==> src/frc_regs.svh <==
// Addresses, bit positions, reset values and counts of the rate/status bank.
// Assumes a 10-bit host I/O address and an 8-bit host data bus.
`ifndef FRC_REGS_SVH
`define FRC_REGS_SVH
// ---------------------------------------------------------------
// Host addresses
// ---------------------------------------------------------------
`define FRC_ADDR_RATE 10'h3F7
`define FRC_ADDR_DATA 10'h3F5
// ---------------------------------------------------------------
// Rate configuration fields and reset values
// ---------------------------------------------------------------
`define FRC_RATE_RST 2'h2
`define FRC_PRECOMP_BIT 2
`define FRC_DENS_RST 1'h1
`define FRC_RATE_1M 2'h3
`define FRC_RATE_500K 2'h0
// ---------------------------------------------------------------
// Input status layout
// ---------------------------------------------------------------
`define FRC_ISR_SECOND_FILL 4'hF
`define FRC_ISR_THIRD_FILL 3'h0
`define FRC_ISR_FIRST_FILL 7'h00
// ---------------------------------------------------------------
// Counts
// ---------------------------------------------------------------
`define FRC_RECAL_STEPS 7'h50
`define FRC_PULSE_LIMIT 2'h2
`define FRC_ZERO_BYTE 8'h00
`endif
==> src/frc_pkg.sv <==
// Types for the rate configuration and result status bank.
// Assumes frc_regs.svh supplies the numeric constants.
package frc_pkg;
	// ---------------------------------------------------------------
	// Register modes and command phases
	// ---------------------------------------------------------------
	typedef enum logic [2:0] {
		FRC_MODE_FIRST = 3'h1,
		FRC_MODE_SECOND = 3'h2,
		FRC_MODE_THIRD = 3'h4
	} frc_mode_e;
	typedef enum logic [2:0] {
		FRC_PH_IDLE = 3'h1,
		FRC_PH_EXEC = 3'h2,
		FRC_PH_RESULT = 3'h4
	} frc_phase_e;
	// ---------------------------------------------------------------
	// Complete block state
	// ---------------------------------------------------------------
	typedef struct packed {
		frc_phase_e phase;
		logic [1:0] rate;
		logic precompOff;
		logic density;
		logic [1:0] termCode;
		logic positioningDone;
		logic gearFault;
		logic head;
		logic [1:0] unitSel;
		logic endCyl;
		logic crcFault;
		logic overrun;
		logic sectorMissing;
		logic writeBlocked;
		logic idSyncAbsent;
		logic [6:0] stepCnt;
		logic [1:0] pulseCnt;
		logic pulsePrev;
		logic endSeen;
		logic byteSel;
		logic [7:0] rdata;
	} frc_state_s;
endpackage : frc_pkg

==> src/frc_rate_status.sv <==
// Rate configuration register, density pin and result status bytes 0 and 1.
// Assumes the command sequencer drives the event inputs synchronous to core_clk.
`include "frc_regs.svh"
module frc_rate_status
	import frc_pkg::*;
(
	// Clock and reset
	input wire logic core_clk,
	input wire logic rstn,
	// Host register access
	input wire logic [9:0] hostAddr,
	input wire logic hostWr,
	input wire logic hostRd,
	input wire logic [7:0] hostWdata,
	output logic [7:0] hostRdata,
	// Configuration and software resets
	input wire logic identBit,
	input wire logic modeSelectBitB,
	input wire logic dmaEnIn,
	input wire logic driveOutputRegReset,
	input wire logic dsrReset,
	// Drive cable inputs
	input wire logic mediaChanged,
	input wire logic trackZeroIn,
	input wire logic writeProtIn,
	input wire logic indexPulseIn,
	// Sequencer events
	input wire logic cmdStart,
	input wire logic resultStart,
	input wire logic termValid,
	input wire logic [1:0] termCode,
	input wire logic seekDone,
	input wire logic recalActive,
	input wire logic stepPulse,
	input wire logic relSeekOutward,
	input wire logic headIn,
	input wire logic [1:0] unitSelIn,
	input wire logic sectorPastEnd,
	input wire logic transferEnd,
	input wire logic dataCmdEnd,
	input wire logic crcFaultIn,
	input wire logic serviceMiss,
	input wire logic sectorNotFound,
	input wire logic idReadFail,
	input wire logic trackSeqFail,
	input wire logic writeCmdActive,
	input wire logic idSearch,
	input wire logic idMarkSeen,
	input wire logic dataMarkAbsent,
	// Drive and sequencer outputs
	output logic densityOut,
	output logic [1:0] rateSel,
	output logic resultPhase
);
	// ---------------------------------------------------------------
	// Functions
	// ---------------------------------------------------------------
	function automatic frc_mode_e modeOf(input logic id, input logic sel);
		if (id) begin
			modeOf = FRC_MODE_FIRST;
		end else if (sel) begin
			modeOf = FRC_MODE_SECOND;
		end else begin
			modeOf = FRC_MODE_THIRD;
		end
	endfunction : modeOf
	// High for the two fast rates, low for 300 and 250 kbps
	function automatic logic fastRate(input logic [1:0] r);
		fastRate = (r == `FRC_RATE_1M) || (r == `FRC_RATE_500K);
	endfunction : fastRate
	function automatic logic densityOf(input logic [1:0] r, input logic id);
		densityOf = !fastRate(r) ^ id;
	endfunction : densityOf
	function automatic logic [7:0] st0Of(input frc_state_s s);
		st0Of = {s.termCode, s.positioningDone, s.gearFault, 1'b0, s.head, s.unitSel};
	endfunction : st0Of
	function automatic logic [7:0] st1Of(input frc_state_s s);
		st1Of = {s.endCyl, 1'b0, s.crcFault, s.overrun, 1'b0, s.sectorMissing,
			s.writeBlocked, s.idSyncAbsent};
	endfunction : st1Of
	// ---------------------------------------------------------------
	// State
	// ---------------------------------------------------------------
	frc_state_s s_r;
	frc_state_s s_nxt;
	frc_mode_e mode;
	logic swRst;
	logic rateWr;
	logic isrRd;
	logic dataRd;
	logic clr;
	logic [7:0] isrByte;
	assign mode = modeOf(identBit, modeSelectBitB);
	assign swRst = driveOutputRegReset || dsrReset;
	assign rateWr = hostWr && (hostAddr == `FRC_ADDR_RATE);
	assign isrRd = hostRd && (hostAddr == `FRC_ADDR_RATE);
	assign dataRd = hostRd && (hostAddr == `FRC_ADDR_DATA);
	assign clr = cmdStart || swRst;
	// ---------------------------------------------------------------
	// Input status byte
	// ---------------------------------------------------------------
	always_comb begin
		unique case (mode)
			FRC_MODE_FIRST: begin
				isrByte = {!mediaChanged, `FRC_ISR_FIRST_FILL};
			end
			FRC_MODE_SECOND: begin
				isrByte = {!mediaChanged, `FRC_ISR_SECOND_FILL, s_r.rate, !fastRate(s_r.rate)};
			end
			FRC_MODE_THIRD: begin
				isrByte = {!mediaChanged, `FRC_ISR_THIRD_FILL, dmaEnIn, s_r.precompOff, s_r.rate};
			end
		endcase
	end
	// ---------------------------------------------------------------
	// Next state
	// ---------------------------------------------------------------
	always_comb begin
		s_nxt = s_r;
		// Rate selection survives software resets
		if (rateWr) begin
			s_nxt.rate = hostWdata[1:0];
			if (mode == FRC_MODE_THIRD) begin
				s_nxt.precompOff = hostWdata[`FRC_PRECOMP_BIT];
			end
		end
		if (!swRst) begin
			s_nxt.density = densityOf(s_r.rate, identBit);
		end
		// Flags clear first, then events set, so an event in the same cycle as cmdStart survives
		if (clr) begin
			s_nxt.termCode = 2'h0;
			s_nxt.positioningDone = 1'b0;
			s_nxt.gearFault = 1'b0;
			s_nxt.endCyl = 1'b0;
			s_nxt.crcFault = 1'b0;
			s_nxt.overrun = 1'b0;
			s_nxt.sectorMissing = 1'b0;
			s_nxt.writeBlocked = 1'b0;
			s_nxt.idSyncAbsent = 1'b0;
			s_nxt.stepCnt = 7'h00;
			s_nxt.pulseCnt = 2'h0;
			s_nxt.endSeen = 1'b0;
			s_nxt.byteSel = 1'b0;
		end
		if (!swRst) begin
			if (termValid) begin
				s_nxt.termCode = termCode;
			end
			if (seekDone) begin
				s_nxt.positioningDone = 1'b1;
			end
			// Step count saturates once the limit is reached
			if (recalActive && stepPulse && (s_r.stepCnt != `FRC_RECAL_STEPS)) begin
				s_nxt.stepCnt = s_r.stepCnt + 7'h01;
			end
			if ((recalActive && !trackZeroIn && (s_r.stepCnt == `FRC_RECAL_STEPS)) || relSeekOutward) begin
				s_nxt.gearFault = 1'b1;
			end
			if (transferEnd) begin
				s_nxt.endSeen = 1'b1;
			end
			if (sectorPastEnd || (dataCmdEnd && !s_r.endSeen && !transferEnd)) begin
				s_nxt.endCyl = 1'b1;
			end
			if (crcFaultIn) begin
				s_nxt.crcFault = 1'b1;
			end
			if (serviceMiss) begin
				s_nxt.overrun = 1'b1;
			end
			if (sectorNotFound || idReadFail || trackSeqFail) begin
				s_nxt.sectorMissing = 1'b1;
			end
			if (writeCmdActive && writeProtIn) begin
				s_nxt.writeBlocked = 1'b1;
			end
			// Index pulses counted on their rising edge while an ID is sought
			if (idMarkSeen || !idSearch) begin
				s_nxt.pulseCnt = 2'h0;
			end else if (indexPulseIn && !s_r.pulsePrev && (s_r.pulseCnt != `FRC_PULSE_LIMIT)) begin
				s_nxt.pulseCnt = s_r.pulseCnt + 2'h1;
			end
			if ((idSearch && !idMarkSeen && (s_r.pulseCnt == `FRC_PULSE_LIMIT)) || dataMarkAbsent) begin
				s_nxt.idSyncAbsent = 1'b1;
			end
		end
		s_nxt.pulsePrev = indexPulseIn;
		// Command phases
		unique case (s_r.phase)
			FRC_PH_IDLE: begin
				if (cmdStart) begin
					s_nxt.phase = FRC_PH_EXEC;
				end
			end
			FRC_PH_EXEC: begin
				if (resultStart) begin
					s_nxt.phase = FRC_PH_RESULT;
					s_nxt.head = headIn;
					s_nxt.unitSel = unitSelIn;
				end
			end
			FRC_PH_RESULT: begin
				if (dataRd) begin
					s_nxt.byteSel = !s_r.byteSel;
					if (s_r.byteSel) begin
						s_nxt.phase = FRC_PH_IDLE;
					end
				end
			end
			default: begin
				s_nxt.phase = FRC_PH_IDLE;
			end
		endcase
		if (swRst) begin
			s_nxt.phase = FRC_PH_IDLE;
		end
		// Read data; the rate register reads back only through the input status byte, in the second and third modes
		s_nxt.rdata = `FRC_ZERO_BYTE;
		if (isrRd) begin
			s_nxt.rdata = isrByte;
		end else if (dataRd && (s_r.phase == FRC_PH_RESULT)) begin
			s_nxt.rdata = s_r.byteSel ? st1Of(s_r) : st0Of(s_r);
		end
	end
	// ---------------------------------------------------------------
	// Registers
	// ---------------------------------------------------------------
	always_ff @(posedge core_clk or negedge rstn) begin
		if (!rstn) begin
			s_r <= '0;
			s_r.phase <= FRC_PH_IDLE;
			s_r.rate <= `FRC_RATE_RST;
			s_r.density <= `FRC_DENS_RST;
		end else begin
			s_r <= s_nxt;
		end
	end
	assign hostRdata = s_r.rdata;
	assign densityOut = s_r.density;
	assign rateSel = s_r.rate;
	assign resultPhase = (s_r.phase == FRC_PH_RESULT);

	logic densExp;
	logic [7:0] st0Now;
	logic [7:0] st1Now;
	assign densExp = densityOf(s_r.rate, identBit);
	assign st0Now = st0Of(s_r);
	assign st1Now = st1Of(s_r);
endmodule : frc_rate_status

==> config.mk <==
export PLATFORM = sky130hd
export DESIGN_NAME = frc_rate_status
export DESIGN_NICKNAME = d
export VERILOG_FILES = /design/src/frc_pkg.sv /design/src/frc_rate_status.sv
export VERILOG_INCLUDE_DIRS = /design/src
export SDC_FILE = /design/constraint.sdc
export NUM_CORES = 1
export LEC_CHECK = 0
export BUFFER_PORTS_ARGS = -buffer_cell sky130_fd_sc_hd__buf_2
export CELL_PAD_IN_SITES_DETAIL_PLACEMENT = 0
export CELL_PAD_IN_SITES_GLOBAL_PLACEMENT = 2
export CORE_ASPECT_RATIO = 0.5
export CORE_MARGIN = 2
export CORE_UTILIZATION = 27
export CTS_CLUSTER_SIZE = 12
export DETAILED_ROUTE_END_ITERATION = 16
export GPL_TIMING_DRIVEN = 0
export MAX_ROUTING_LAYER = met4
export PLACE_DENSITY_LB_ADDON = 0.1
export SLEW_MARGIN = 20
export SYNTH_ARGS = -nofsm -noshare
export SYNTH_HDL_FRONTEND = slang
export SYNTH_SLANG_ARGS = --single-unit
==> constraint.sdc <==
create_clock -name core_clk -period 1.5 [get_ports core_clk]
set_input_delay 0.15 -clock core_clk [delete_from_list [all_inputs] [get_ports core_clk]]
set_output_delay 0.15 -clock core_clk [all_outputs]
set_load 0.02 [all_outputs]
# Word level (Yosys, flattened, before mapping)
# Index checks and enable logic that the tools add are counted.
# word_totals
inputBits,55
output_inout_bits,12
wordCells,111
regBits,40
# op_classes
addsub,2
n_mux,33
n_eq_ne,17
reduce_logical,37
bitwise,1
# ops
cell,n
2-to-1 mux 15 bit,2
2-to-1 mux 8 bit,3
one-hot mux 8 bit (3 select lines),1
2-to-1 mux 3 bit,7
"== test 10 bit, second input constant",2
logical AND 1 bit,15
2-to-1 mux 1 bit,12
zero test 1 bit,9
logical OR 1 bit,9
one-hot mux 3 bit (3 select lines),1
2-to-1 mux 2 bit,4
2-to-1 mux 4 bit,2
"adder 7 x 1 -> 7 bit, second input constant",1
"== test 7 bit, second input constant",1
2-to-1 mux 7 bit,1
"!= test 7 bit, second input constant",1
"== test 3 x 1 -> 1 bit, second input constant",2
"== test 3 x 2 -> 1 bit, second input constant",2
"== test 3 bit, second input constant",2
"!= test 3 x 1 -> 1 bit, second input constant",2
"!= test 3 bit, second input constant",2
"== test 2 bit, second input constant",2
AND reduction 2 bit,2
AND reduction 4 bit,1
other kinds (4),4

# Longest topological paths before layout
# depth
word_depth,6
mapped_depth,6
depth_no_buf,6

# Worst setup path before layout
# OpenSTA, ideal clock, no wires.
# synth_timing
path_type,flip-flop to flip-flop
start,register s_r[15] (netlist name)
end,register s_r[16] (netlist name)
stages_incl_launch_ff,5
required_time_ns,1.379
synth_period_minus_slack_ns,1.658
setup_ns,0.121
t_arrival_ns,1.537
path_buffers,0
setup_slack_ns,-0.158
path_cell_list,dfrtp_1 or4b_4 o211ai_4 a211oi_1 a22o_1
# synth_lines
item,line,source
start: declaration,frc_rate_status.sv:84,frc_state_s s_r;
start signal: assignment,frc_rate_status.sv:236,s_r <= s_nxt;

==> results_dict.tcl <==
set metrics [dict create \
    clk_pin_slew_worst_paths_ns 0.06 \
    fp.dieH_um 65.1 \
    number_of_clock_sinks_seen_by_cts 40 \
    min_period_over_period 1.13 \
    fp.dieArea_um2 8220 \
    worstRegToRegCells 3 \
    violations "setup timing" \
    final_setup_margin_ns -0.190 \
    avgSynthCellArea_um2 10.5 \
    criticalPathCategory "reg -> reg" \
    route.vias.total 1624 \
    multiInputGateArea_um2 912 \
    maxSlewHeadroom 0.388 \
    slew_violations 0 \
    number_of_antenna_violations_at_the_first_check_in_global_routing 0 \
    p_leak_nw 1.29 \
    power.switching_fraction 0.202 \
    critical_path.startpoint "s_r[15]$_DFF_PN0_" \
    final_core_util 0.368 \
    power.internal_w 0.00217 \
    seqCellArea_um2 1000 \
    cts_tree "built" \
    fin_worst_skew_ns 0.00231 \
    remaining_drc_errors 0 \
    syn_nets 250 \
    start_util 0.277 \
    design.portCount 67 \
    status "finished with violations" \
    average_wire_per_standard_cell_um 14.3 \
    setup_viol 8 \
    pwr-share-clk 0.495 \
    netlist_area_before_placement_um2 2020 \
    r2r-start "s_r[15]$_DFF_PN0_" \
    post_route_cells_drive_above_1_share 0.378 \
    design.core.area_um2 7290 \
    postRouteWirelength_um 5110 \
    clk_root_buffer_cell "clkbuf_16" \
    ys_async_sr_fraction 1.00 \
    synth.largest_area_cell "dfrtp_1" \
    number_of_global_route_vias_before_repair 1695 \
    finalCriticalPeriod_ns 1.69 \
    setup.worst_path.start_class "flop" \
    globalRouteOverflowTotal 0 \
    worst_ep_arrival_time_ns 1.89 \
    antenna_cells 0 \
    hold_path_class "in -> async" \
    dr.first_iter.drc_count 85 \
    power.switching_w 0.000549 \
    grt_pass1_wl_um 8600 \
    nets 320 \
    combinational_power_share 0.087 \
    yosys_register_bits 40 \
    dpl.hpwl_um 3870 \
    final_hold_vios 0 \
    max_cap_check_violation_count 0 \
    warnings_synthesis 0 \
    port_buffers 59 \
    pwr_density_cell_nw_per_um2 1010 \
    drt-vias-per-instance 4.54 \
    routabilityCongestion 0.797 \
    clock.fmax_mhz 592 \
    post-synth-top-area-fraction 0.459 \
    detail-route-antenna-nets 0 \
    groute.usage.overall 0.139 \
    unrepaired_setup_endpoints_after_global_routing "yes" \
    dieWidth_um 126 \
    critical_path_end_type "flop" \
    post_synth_inst_count 192 \
    grt_max_degree 41 \
    synth.area.top_cells "dfrtp_1 46%, mux2i_1 6.0%, dfstp_2 3.9%, nor2_1 3.9%, buf_4 3.7%" \
    synth_seq_area_share 0.498 \
    worst_skew_pair.late_latency_ns 0.27 \
    htree_levels 2 \
    n_fill_cell 764 \
    netlist-cell-type-count 44 \
    synthFlopType "dfrtp_1" \
    crit_required_ns 1.70 \
    core.rowCount 22 \
    synth_enable_flop_cells 0 \
    cts_made_buffers 5 \
    sequentialPowerShare 0.418 \
    worstMarginPinSlew_ns 0.918 \
    report.power.total_w 0.00272 \
    max-clock-path-buffers 2 \
    worst_ir_drop_on_vdd_uv 401 \
    synthToLayoutAreaGrowth_pct 33.0 \
    detail_route.first_pass.iterations 4 \
    largest_fanout_on_the_critical_path 6 \
]
cells in the mapped netlist, types with 3 or more instances:
master	instances
nor3b_1	3
nand2b_1	3
dfrtp_1	37
clkbuf_1	7
nand3_1	4
nand2_1	10
o2bb2ai_1	3
a21oi_1	10
mux2i_1	12
xor2_1	4
inv_1	5
buf_4	10
dfstp_2	3
a211oi_1	4
o22ai_1	3
nor3_1	6
mux2_2	6
ha_1	3
nor2_1	21
nand4_1	5
layout by cell type (no fill, tap or decap), types with 6 or more instances in the layout:
cell	n
buf_4	15
mux2_2	6
dfrtp_1	37
buf_2	60
nor2_1	21
a21oi_1	10
mux2i_1	12
nor3_1	6
nand2_1	10
power by group through the flow:
stage / Sequential, W / Clock [W] / Combinational (W)
finish: 0.00114 / 0.00134 / 0.000236
global route: 0.00114 / 0.00143 / 0.000265
CTS: 0.00114 / 0.00138 / 0.000240
detailed placement: 0.00116 / 0 / 0.000232
global placement: 0.00115 / 0 / 0.000228
floorplan: 0.00116 / 0 / 0.0000978
kinds of logic after synthesis:
family / Yosys count / share of synthesized area
adders and majority gates: 3 / 0.0186
AOI/OAI and AO/OA: 34 / 0.121
DFF: 40 / 0.498
xor gates and xnor gates: 5 / 0.0217
and+or+nand+nor: 69 / 0.185
buffers and inverters: 23 / 0.0620
muxes: 18 / 0.0931
final cells by class:
| type | count | area share |
|---|---|---|
| sequential | 40 | 0.375 |
| inverter | 5 | 0.00700 |
| timing repair buffer | 65 | 0.128 |
| clock buffer | 5 | 0.0466 |
| buffer | 16 | 0.0368 |
| tap | 96 | 0.0448 |
| multi-input combinational | 129 | 0.340 |
| clock inverter | 2 | 0.0224 |
critical path, stage by stage, from the launching register on:
cell and delay [ns]:
dfrtp_1 0.43, or4b_4 0.52, or4b_1 0.53, a21oi_1 0.14
layer usage:
| layer | vias up | track usage | share of wire |
|---|---|---|---|
| met2 | 40 | 0.216 | 0.43 |
| met1 | 767 | 0.186 | 0.52 |
| met5 | - | - | 0 |
| met4 | 0 | 0.0288 | 0.0057 |
| li1 | 815 | - | - |
| met3 | 2 | 0.0366 | 0.045 |
flip-flops by register name, summed over array words and instances, names as in the netlist:
| register | count |
|---|---|
| s_r | 29 |
| hostRdata | 8 |
| rateSel | 2 |
| densityOut | 1 |
through the flow:
step / setup WS, ns / setup TNS (ns) / instance area [um^2] / std cells / hold WS [ns]
global placement: -0.265 / -2.63 / 2440 / 347 / 0.279
CTS: -0.185 / -1.17 / 2670 / 357 / 0.0438
finish: -0.190 / -1.31 / 2680 / 358 / 0.00893
global route: -0.262 / -1.81 / 2680 / 358 / 0.0945
detailed placement: -0.259 / -2.81 / 2440 / 347 / 0.278
floorplan: -0.150 / -0.525 / 2020 / 192 / -0.146
path summary, 6_finish.rpt:
kind                                               end  slack [ns]
worst min-delay path                 s_r[17]$_DFF_PN0_       0.009
worst max register to register       s_r[29]$_DFF_PN0_       -0.19
max in group asynchronous       hostRdata[7]$_DFF_PN0_        0.92
worst min register to register  densityOut$_DFFE_PN1N_        0.47
worst max-delay path                 s_r[29]$_DFF_PN0_       -0.19
min in group core_clk                s_r[30]$_DFF_PN0_        0.09
timing repair:
item | 4_1_cts | 5_1_grt
setup endpoints to repair | 21 | 11
gates cloned | 0 | 0
gates resized for setup | 3 | 1
pin swaps | 2 | 1
hold endpoints to repair | 1 | 0
setup buffers | 4 | 1
hold buffers | 1 | 0
Power figures use the tool's default switching activity.
